--- src/pmm_pkg.sv ---
package pmm_pkg;

    // ----------------------------------------------------------------
    // Register map
    // ----------------------------------------------------------------
    localparam int          PMM_ADDR_W      = 5;
    localparam int          PMM_DATA_W      = 16;
    localparam logic [4:0]  PMM_REG_ADDR    = 5'h17;

    // ----------------------------------------------------------------
    // Field positions
    // ----------------------------------------------------------------
    localparam int          PMM_B_MAC_AN    = 13;
    localparam int          PMM_B_MAC_MODE  = 12;
    localparam int          PMM_B_AMS_PREF  = 11;
    localparam int          PMM_F_MEDIA_HI  = 10;
    localparam int          PMM_F_MEDIA_LO  = 8;
    localparam int          PMM_F_OVR_HI    = 7;
    localparam int          PMM_F_OVR_LO    = 6;
    localparam int          PMM_B_FE_LOOP   = 3;
    localparam int          PMM_B_ALIGN_ERR = 1;

    // ----------------------------------------------------------------
    // Strap layout
    // ----------------------------------------------------------------
    localparam int          PMM_STRAP_W     = 4;
    localparam int          PMM_S_MAC_AN    = 3;
    localparam int          PMM_S_MEDIA_HI  = 2;
    localparam int          PMM_S_MEDIA_LO  = 0;

    // ----------------------------------------------------------------
    // Encodings and reset values
    // ----------------------------------------------------------------
    localparam logic [2:0]  PMM_MED_COPPER  = 3'h0;
    localparam logic [2:0]  PMM_MED_PASS    = 3'h1;
    localparam logic [2:0]  PMM_MED_1000X   = 3'h2;
    localparam logic [2:0]  PMM_MED_100FX   = 3'h3;
    localparam logic [2:0]  PMM_MED_RSVD    = 3'h4;
    localparam logic [2:0]  PMM_MED_AMS_PT  = 3'h5;
    localparam logic [2:0]  PMM_MED_AMS_1KX = 3'h6;
    localparam logic [2:0]  PMM_MED_AMS_FX  = 3'h7;

    typedef enum logic [1:0] {
        PMM_OVR_NORMAL = 2'b00,
        PMM_OVR_SERDES = 2'b01,
        PMM_OVR_COPPER = 2'b10,
        PMM_OVR_RSVD   = 2'b11
    } pmm_ovr_t;

    localparam logic        PMM_RST_MAC_MODE = 1'b0;
    localparam logic        PMM_RST_AMS_PREF = 1'b0;
    localparam logic [1:0]  PMM_RST_OVR      = 2'h0;
    localparam logic        PMM_RST_FE_LOOP  = 1'b0;
    localparam logic [15:0] PMM_RD_UNMAPPED  = 16'h0000;

endpackage

--- src/pmm_rc_flag.sv ---
`timescale 1ns/1ps
`default_nettype none

module pmm_rc_flag (
    // Clock and reset
    input  wire logic clk_sys,
    input  wire logic srst,
    // Event and clear
    input  wire logic set_evt,
    input  wire logic clr_rd,
    // Flag
    output logic      flag
);

    // ----------------------------------------------------------------
    // Sticky flag, cleared by a read.
    // ----------------------------------------------------------------
    // An event in the clearing cycle is kept, so no error goes unseen.
    wire next_flag = set_evt | (flag & ~clr_rd);

    always_ff @(posedge clk_sys) begin
        if (srst) begin
            flag <= 1'b0;
        end else begin
            flag <= next_flag;
        end
    end

endmodule

`default_nettype wire

--- src/pmm_ctrl.sv ---
// Operation
// - Bit 13 enables MAC autonegotiation, strap default.
// - Bit 12 picks 1000BASE-X or SGMII, 0.
// - Bit 11 picks preferred sensed medium, 0.
// - Field 10:8 codes 000-011 single media.
// - Codes 101-111 sense copper or other; strapped.
// - Field 7:6 forces serdes, copper or automatic in codes 101-111.
// - Bit 1 flags alignment error, clears on read.
// - Bits 13:8 pend until software reset applies.
// - Reads of 13:8 show mode in force.
// - Bits 13:8 survive software reset always.
`timescale 1ns/1ps
`default_nettype none

module pmm_ctrl (
    // Clock and reset
    input  wire logic                         clk_sys,
    input  wire logic                         srst,
    // Configuration straps
    input  wire logic [pmm_pkg::PMM_STRAP_W-1:0] config_strap_pins,
    // Management register access
    input  wire logic [pmm_pkg::PMM_ADDR_W-1:0]  reg_addr,
    input  wire logic                         reg_wr_en,
    input  wire logic                         reg_rd_en,
    input  wire logic [pmm_pkg::PMM_DATA_W-1:0]  reg_wdata,
    output logic [pmm_pkg::PMM_DATA_W-1:0]       reg_rdata,
    output logic                              reg_rvalid,
    input  wire logic                         sw_reset,
    // Line side events
    input  wire logic                         sgmii_align_err,
    // Operating mode in force
    output logic                              mac_an_en,
    output logic                              mac_mode_1000x,
    output logic                              auto_media_select_pref_copper,
    output logic [2:0]                        media_mode,
    output logic [1:0]                        media_override,
    output logic                              far_end_loopback,
    // Media decode
    output logic                              copper_allowed,
    output logic                              serdes_allowed,
    output logic                              auto_media_select
);
    import pmm_pkg::*;

    // ----------------------------------------------------------------
    // Decode
    // ----------------------------------------------------------------
    wire       hit    = (reg_addr == PMM_REG_ADDR);
    wire       wr_hit = hit & reg_wr_en;
    wire       rd_hit = hit & reg_rd_en;

    logic       pend_mac_an;
    logic       pend_mac_mode;
    logic       pend_ams_pref;
    logic [2:0] pend_media;
    logic       align_flag;

    wire       strap_an    = config_strap_pins[PMM_S_MAC_AN];
    wire [2:0] strap_media = config_strap_pins[PMM_S_MEDIA_HI:PMM_S_MEDIA_LO];

    // ----------------------------------------------------------------
    // Pending copy of bits 13:8
    // ----------------------------------------------------------------
    // Only the power-on reset and register writes touch these; a software reset leaves them.
    always_ff @(posedge clk_sys) begin
        if (srst) begin
            pend_mac_an   <= strap_an;
            pend_mac_mode <= PMM_RST_MAC_MODE;
            pend_ams_pref <= PMM_RST_AMS_PREF;
            pend_media    <= strap_media;
        end else if (wr_hit) begin
            pend_mac_an   <= reg_wdata[PMM_B_MAC_AN];
            pend_mac_mode <= reg_wdata[PMM_B_MAC_MODE];
            pend_ams_pref <= reg_wdata[PMM_B_AMS_PREF];
            pend_media    <= reg_wdata[PMM_F_MEDIA_HI:PMM_F_MEDIA_LO];
        end
    end

    // ----------------------------------------------------------------
    // Mode in force
    // ----------------------------------------------------------------
    // The software reset copies the pending value held before this cycle.
    always_ff @(posedge clk_sys) begin
        if (srst) begin
            mac_an_en                     <= strap_an;
            mac_mode_1000x                <= PMM_RST_MAC_MODE;
            auto_media_select_pref_copper <= PMM_RST_AMS_PREF;
            media_mode                    <= strap_media;
        end else if (sw_reset) begin
            mac_an_en                     <= pend_mac_an;
            mac_mode_1000x                <= pend_mac_mode;
            auto_media_select_pref_copper <= pend_ams_pref;
            media_mode                    <= pend_media;
        end
    end

    // ----------------------------------------------------------------
    // Immediate controls
    // ----------------------------------------------------------------
    // These are not super-sticky, so a software reset returns them to default.
    always_ff @(posedge clk_sys) begin
        if (srst || sw_reset) begin
            media_override   <= PMM_RST_OVR;
            far_end_loopback <= PMM_RST_FE_LOOP;
        end else if (wr_hit) begin
            media_override   <= reg_wdata[PMM_F_OVR_HI:PMM_F_OVR_LO];
            far_end_loopback <= reg_wdata[PMM_B_FE_LOOP];
        end
    end

    // ----------------------------------------------------------------
    // Alignment error flag
    // ----------------------------------------------------------------
    pmm_rc_flag pmm_rc_flag_inst (
        .clk_sys (clk_sys),
        .srst    (srst),
        .set_evt (sgmii_align_err),
        .clr_rd  (rd_hit),
        .flag    (align_flag)
    );

    // ----------------------------------------------------------------
    // Read path
    // ----------------------------------------------------------------
    // Bits 13:8 return the mode in force, never the pending copy.
    wire [15:0] rd_word = {2'b00, mac_an_en, mac_mode_1000x, auto_media_select_pref_copper,
                           media_mode, media_override, 2'b00, far_end_loopback, 1'b0,
                           align_flag, 1'b0};

    always_ff @(posedge clk_sys) begin
        if (srst) begin
            reg_rdata  <= PMM_RD_UNMAPPED;
            reg_rvalid <= 1'b0;
        end else begin
            reg_rvalid <= reg_rd_en;
            if (reg_rd_en) begin
                reg_rdata <= hit ? rd_word : PMM_RD_UNMAPPED;
            end
        end
    end

    // ----------------------------------------------------------------
    // Media decode
    // ----------------------------------------------------------------
    // The reserved mode code is treated as copper only, the safest fallback.
    wire copper_only = (media_mode == PMM_MED_COPPER) | (media_mode == PMM_MED_RSVD);
    wire sensing     = media_mode[2] & ~copper_only;
    wire ovr_serdes  = (media_override == PMM_OVR_SERDES);
    wire ovr_copper  = (media_override == PMM_OVR_COPPER);

    assign copper_allowed    = copper_only | (sensing & ~ovr_serdes);
    assign serdes_allowed    = ~copper_only & (~sensing | ~ovr_copper);
    assign auto_media_select = sensing & ~ovr_serdes & ~ovr_copper;

    // ----------------------------------------------------------------
    // Checks
    // ----------------------------------------------------------------
    chk_strap_mac_an: assert property (@(posedge clk_sys) $fell(srst) |->
        mac_an_en == $past(config_strap_pins[PMM_S_MAC_AN]))
        else $error("MAC autonegotiation not loaded from strap");

    chk_reset_defaults: assert property (@(posedge clk_sys) $fell(srst) |->
        !mac_mode_1000x && !auto_media_select_pref_copper && media_override == PMM_RST_OVR)
        else $error("Mode defaults wrong after reset");

    chk_strap_media: assert property (@(posedge clk_sys) $fell(srst) |->
        media_mode == $past(config_strap_pins[PMM_S_MEDIA_HI:PMM_S_MEDIA_LO]))
        else $error("Media mode not loaded from strap");

    chk_pending_holds: assert property (@(posedge clk_sys) disable iff (srst)
        !sw_reset ##1 !sw_reset |-> $stable(media_mode) && $stable(mac_an_en) && $stable(mac_mode_1000x))
        else $error("Mode changed without software reset");

    chk_apply_pending: assert property (@(posedge clk_sys) disable iff (srst)
        wr_hit && !sw_reset ##1 sw_reset |=> media_mode == $past(reg_wdata[PMM_F_MEDIA_HI:PMM_F_MEDIA_LO], 2)
        && auto_media_select_pref_copper == $past(reg_wdata[PMM_B_AMS_PREF], 2))
        else $error("Pending mode not applied by software reset");

    chk_read_in_force: assert property (@(posedge clk_sys) disable iff (srst)
        rd_hit |=> reg_rvalid && reg_rdata[PMM_F_MEDIA_HI:PMM_F_MEDIA_LO] == $past(media_mode)
        && reg_rdata[PMM_B_MAC_AN] == $past(mac_an_en))
        else $error("Read of mode field not the mode in force");

    chk_sticky_keep: assert property (@(posedge clk_sys) disable iff (srst)
        sw_reset && !wr_hit |=> $stable(pend_media) && $stable(pend_mac_an))
        else $error("Pending mode lost by software reset");

    chk_align_read: assert property (@(posedge clk_sys) disable iff (srst)
        rd_hit && align_flag && !sgmii_align_err |=> !align_flag)
        else $error("Alignment flag not cleared by read");

    chk_align_set: assert property (@(posedge clk_sys) disable iff (srst)
        sgmii_align_err ##1 rd_hit |=> reg_rdata[PMM_B_ALIGN_ERR])
        else $error("Alignment error not reported");

    chk_loopback_wr: assert property (@(posedge clk_sys) disable iff (srst)
        wr_hit && !sw_reset |=> far_end_loopback == $past(reg_wdata[PMM_B_FE_LOOP]))
        else $error("Loopback bit not written");

    chk_force_copper: assert property (@(posedge clk_sys) disable iff (srst)
        media_override == PMM_OVR_COPPER && media_mode[2] |-> copper_allowed && !serdes_allowed)
        else $error("Copper force not honoured");

    chk_single_media: assert property (@(posedge clk_sys) disable iff (srst)
        !media_mode[2] |-> !auto_media_select && (copper_allowed != serdes_allowed))
        else $error("Single media mode decode wrong");

    chk_flag_set_wins: assert property (@(posedge clk_sys) disable iff (srst)
        sgmii_align_err |=> align_flag)
        else $error("Alignment error lost");

    chk_override_clear: assert property (@(posedge clk_sys) disable iff (srst)
        sw_reset |=> media_override == PMM_RST_OVR && far_end_loopback == PMM_RST_FE_LOOP)
        else $error("Override or loopback kept through software reset");

    chk_force_serdes: assert property (@(posedge clk_sys) disable iff (srst)
        media_override == PMM_OVR_SERDES && sensing |-> serdes_allowed && !copper_allowed)
        else $error("Serdes force not honoured");

    chk_auto_sense: assert property (@(posedge clk_sys) disable iff (srst)
        sensing && media_override != PMM_OVR_SERDES && media_override != PMM_OVR_COPPER |->
        auto_media_select && copper_allowed && serdes_allowed)
        else $error("Sensing mode decode wrong");

endmodule

`default_nettype wire

--- config.mk ---
export PLATFORM = sky130hd
export DESIGN_NAME = pmm_ctrl
export DESIGN_NICKNAME = d
export VERILOG_FILES = /design/src/pmm_pkg.sv /design/src/pmm_rc_flag.sv /design/src/pmm_ctrl.sv
export SDC_FILE = /design/constraint.sdc
export NUM_CORES = 1
export LEC_CHECK = 0
export BUFFER_PORTS_ARGS = -buffer_cell sky130_fd_sc_hd__clkbuf_2
export CORE_MARGIN = 5
export CORE_UTILIZATION = 45
export DETAILED_ROUTE_END_ITERATION = 12
export PLACE_DENSITY = 0.9
export SYNTH_ARGS = -nofsm -noshare
export SYNTH_HDL_FRONTEND = slang
export SYNTH_SLANG_ARGS = --single-unit
--- constraint.sdc ---
create_clock -name clk_sys -period 1.2 [get_ports clk_sys]
set_input_delay 0.06 -clock clk_sys [delete_from_list [all_inputs] [get_ports clk_sys]]
set_output_delay 0.06 -clock clk_sys [all_outputs]
set_load 0.01 [all_outputs]
# Yosys cells after proc, flatten, opt, wreduce, memory -nomap -nowiden
# Cells that the tools add are included.
[totals] reg_bits=33 inputBits=31 out_inout_bits=29 wordCells=46
[op_classes] eq_ne=4 mux=9 bitwise_logic=16 n_reduce_logical=4
[ops] cell="$mux W14" count=1
[ops] cell="$mux W3" count=4
[ops] cell="$and A1 B1 Y1" count=7
[ops] cell="$eq A5 B5 Y1 const B" count=1
[ops] cell="$not A1 Y1" count=5
[ops] cell="$mux W1" count=4
[ops] cell="$or A1 B1 Y1" count=4
[ops] cell="$reduce_bool A2 Y1" count=2
[ops] cell="$eq A3 B3 Y1 const B" count=1
[ops] cell="$logic_not A3 Y1" count=1
[ops] cell="$eq A2 B1 Y1 const B" count=1
[ops] cell="$eq A2 B2 Y1 const B" count=1
[ops] cell="$logic_or A1 B1 Y1" count=1

# Depth between registers and ports, before layout
[logic_depth] ltp_word=7 mapped_depth=5 ltp_nobuf=3

# Modules after synthesis
# A second synthesis with hierarchy kept.
[unflattened] cells_unflattened=132 area_unflattened_um2=1214.9
[by_module_without_submodules] mod="pmm_ctrl" n_inst=1 cells_each=128 area_each_um2=1176.1 seq_area_each_um2=600.6
[by_module_without_submodules] mod="pmm_rc_flag" n_inst=1 cells_each=4 area_each_um2=38.8 seq_area_each_um2=20.0

# Worst setup path before layout
# No wires, ideal clock.
[synth_path] path_type="reg-to-reg" start="register media_override[0]" end="register reg_rdata[6] in the netlist's numbering" setup_ns=0.070 arrival_time_ns=0.930 required_time_ns=1.130 setup_slack_ns=0.200 path_stages_with_launch=4 n_path_buf=0 synth_period_minus_slack_ns=1.000 cell_sequence="dfxtp_1 > inv_1 > or3_1 > a21oi_1"
[synth_between] elab_chain_len=1
[synth_rtl] element="start: declaration" line="pmm_ctrl.sv:36" source="output logic [1:0] media_override,"
[synth_rtl] element="start signal: assignment" line="pmm_ctrl.sv:106" source="media_override <= reg_wdata[PMM_F_OVR_HI:PMM_F_OVR_LO];"
[synth_rtl] element="$mux W14" line="pmm_ctrl.sv:137" source="reg_rdata <= hit ? rd_word : PMM_RD_UNMAPPED;"
[synth_rtl] element="end signal: assignment" line="pmm_ctrl.sv:137"
[synth_rtl] element="end: declaration" line="pmm_ctrl.sv:26" source="output logic [pmm_pkg::PMM_DATA_W-1:0] reg_rdata,"
# Every way passes these cells.
# A chain may end at the register's enable or synchronous reset.

# Final worst setup path
[layout_path] start="register media_mode[0]" end="output auto_media_select"
[layout_between] elab_chain_len=6 elab_cells_between_ends=7 cone_classes="eq/ne (1); bitwise (5); reduce/logical (1)"
[layout_rtl] element="start: declaration" line="pmm_ctrl.sv:35" source="output logic [2:0] media_mode,"
[layout_rtl] element="start signal: assignment" line="pmm_ctrl.sv:88" source="media_mode <= strap_media;"
[layout_rtl] element="start signal: assignment" line="pmm_ctrl.sv:93" source="media_mode <= pend_media;"
[layout_rtl] element="$eq A3 B3 Y1 / $logic_not A3 Y1 (equally long branches)" line="pmm_ctrl.sv:146" source="wire copper_only = (media_mode == PMM_MED_COPPER) | (media_mode == PMM_MED_RSVD);"
[layout_rtl] element="$or A1 B1 Y1 *" line="pmm_ctrl.sv:146"
[layout_rtl] element="$not A1 Y1 *" line="pmm_ctrl.sv:147" source="wire sensing = media_mode[2] & ~copper_only;"
[layout_rtl] element="$and A1 B1 Y1 *" line="pmm_ctrl.sv:147"
[layout_rtl] element="$and A1 B1 Y1 * (2 in series)" line="pmm_ctrl.sv:153" source="assign auto_media_select = sensing & ~ovr_serdes & ~ovr_copper;"
[layout_rtl] element="end: declaration" line="pmm_ctrl.sv:41" source="output logic auto_media_select"
# Mark *: on every way between the ends. The rest lies on a longest branch, timed or not.

==> flow_summary.yaml <==
outcome:
  status: "finished with violations"
  failed_checks: "negative setup slack"
timing:
  worst_slack_ps: -65.6
  rsz0062_at_grt: "yes"
  layout_min_cycle_time_ps: 1270
  setup_total_negative_slack_ps: -146
  total_count_of_max_transition_violations_in_the_final_report: 0
  setup_violations: 3
  hold_violations: 0
  final_cycle_share: 1.05
  finClkSkew_ps: 2.79
  fmax_mhz: 790
die:
  placement_rows: 18
  initial_core_util: 0.481
  io_pins: 60
  die_area_mm2: 0.00383
  design.core.area_mm2: 0.00252
  floorplan.die.width_um: 61.9
  dieHeight_um: 61.9
final_layout:
  layout.core_utilization: 0.620
  post_layout_nonfiller_instances: 217
  drive_above_1_share: 0.348
  num-fill-cells: 223
  n_antenna_cell: 0
  finish.net_count: 219
  syn_to_final_growth_pct: 29.0
clocking:
  h-tree-depth: 1
  worst_skew_pair.late_latency_ps: 330
  clockRootBuffer: "clkbuf_4"
  cts_tree: "yes"
  clock_sink_count: 27
  clkSlewWorstSetupHoldPaths_ps: 130
  cts_max_path_buffers: 2
  tritoncts_buffers: 3
grt:
  grt_first_pass_wirelength_um: 4600
  grt_use_total: 0.167
  grt.overflow.total: 0
  first_global_vias: 1036
  pin_count_of_the_biggest_net_entering_global_routing: 21
  antenna_found_initial: 0
drt:
  remaining_drc_errors: 0
  vias_per_cell: 5.25
  drtPass1Iterations: 4
  route.final.wire_length_um: 3020
  route.vias.total: 1140
  detailedRoute.firstIterationViolations: 30
  antenna_violating_nets_post_route: 0
  detail_route.wl_per_cell_um: 13.9
critical_path:
  criticalPathCategory: "flop to output port"
  worst_setup_path_end_kind: "output port"
  worstPathMaxFanout: 4
  critPathRequiredTime_ps: 1140
  crit_path_top_delay_cell: "edfxtp_1"
  worst_setup_path_start_kind: "flop"
  cp.arrival_ps: 1210
  critical_path.cell_chain: "nor2_1 -> a211oi_2 -> buf_2"
  critPathMaxStageDelay_ps: 420
synth:
  yosys_register_bits: 27
  synth_area_mm2: 0.00121
  synth.yosys.warnings: 0
  synth_area_per_cell_um2: 9.18
  yosysSeqAreaShare: 0.512
  yosys.cell_types.count: 27
  synthCells: 132
place:
  place_inst: 203
  place.port_buffers: 46
  detailed_place_hpwl_um: 2130
  routabilityCongestion: 0.809
power:
  power-per-cell-area_mw_per_mm2: 1030
  leakagePower_nw: 0.697
  ir_worst_vdd_v: 0.000768
run:
  max_cap_violations: 0
worst_hold_path:
  hp-class: "primary input to flop"
-- where the power goes --
part	internal [mW]	switching, mW	total (mW)	leakage [nW]
registers	0.972	0.0186	0.991	0.236
logic	0.105	0.127	0.232	0.443
clock network	0.125	0.260	0.385	0.0177
total	1.20	0.406	1.61	0.697
-- Yosys cell counts --
master | number | area share
nand3_1 | 4 | 0.017
a31oi_1 | 1 | 0.0052
a21oi_1 | 15 | 0.062
or2_2 | 1 | 0.0052
or3_1 | 1 | 0.0052
nand4_1 | 10 | 0.052
buf_2 | 1 | 0.0041
dfxtp_1 | 19 | 0.31
edfxtp_1 | 8 | 0.20
a211oi_1 | 1 | 0.0062
buf_4 | 8 | 0.050
clkbuf_1 | 3 | 0.0093
buf_6 | 1 | 0.0093
nor2_1 | 5 | 0.015
inv_1 | 12 | 0.037
nand3_2 | 1 | 0.0083
conb_1 | 1 | 0.0031
nand2_1 | 4 | 0.012
mux2i_1 | 2 | 0.017
o31ai_1 | 1 | 0.0062
nand2b_1 | 10 | 0.052
o21ai_0 | 16 | 0.066
buf_8 | 1 | 0.012
nor2b_1 | 2 | 0.010
and3b_1 | 1 | 0.0072
nand3b_1 | 2 | 0.012
and3_1 | 1 | 0.0052
-- routing by layer --
metal,wire [um],track usage,part of all wire
met5,0,0,0
met4,68,0.0636,0.023
met3,262,0.0620,0.087
met2,1630,0.299,0.54
met1,1060,0.178,0.35
-- placed cells by master (no fill, tap or decap), drive strengths merged --
cell,n
nand2b,10
dfxtp,19
mux2i,2
conb,6
and3,1
nand2,4
o31ai,1
nand3,5
o21ai,16
buf,10
edfxtp,8
clkbuf,47
or3,1
nand3b,2
a211oi,1
nand4,10
a21oi,15
or2,1
nor2,5
inv,12
clkinv,1
a31oi,1
dlygate4sd3,6
nor2b,2
and3b,1
-- worst max-delay path, delay by kind of cell (launching register included) --
family	cells	cell delay [ps]
flops	1	420
simple gates	1	80
compound gates	1	210
buf+inv	1	160
-- timing repair --
action                                  4_1_cts  5_1_grt
gates resized for setup                      10        3
endpoints found under the setup margin        3        4
endpoints found under the hold margin         6        0
pin swaps                                     2        2
buffers inserted                              4        0
hold buffers                                  6        0
-- state kept, by name, summed over array words and instances (netlist names), 2 cells and up --
signal	count
media_override	2
pend_media	3
media_mode	3
reg_rdata	10
-- logic make-up after synthesis --
family	count (synthesis)	share of synthesized area
buf+inv	26	0.122
flops	27	0.512
other cells	1	0.00309
mux	2	0.0165
simple gates	42	0.201
compound gates	34	0.146
-- layout make-up --
cell class / instances / area, um^2 / share of cell area
Multi-Input combinational cell: 84 / 472 / 0.302
Inverter: 12 / 45.0 / 0.0288
Timing Repair Buffer: 60 / 354 / 0.226
Sequential cell: 27 / 628 / 0.402
Tap cell: 30 / 37.5 / 0.0240
Clock buffer: 3 / 22.5 / 0.0144
Clock inverter: 1 / 5.00 / 0.00320
-- final timing paths --
kind	end	cells after the start	startpoint	slack (ps)
max	auto_media_select	3	media_mode[0]	-70
min	auto_media_select_pref_copper	3	sw_reset	30
max reg2reg	reg_rdata[6]	3	media_override[0]	180
min reg2reg	reg_rdata[6]	2	reg_rdata[6]	480
-- through the flow --
stage                     hold WS, ps  area, um^2  setup slack (ps)  power [mW]
after floorplan                   189        1230               200        1.14
after global placement            293        1430               184        1.21
after detailed placement          297        1430               175        1.21
after CTS                        26.3        1560             -71.2        1.62
after global routing             20.9        1560              -171        1.70
final                            29.3        1560             -65.6        1.61
Power figures use the tool's default switching activity.
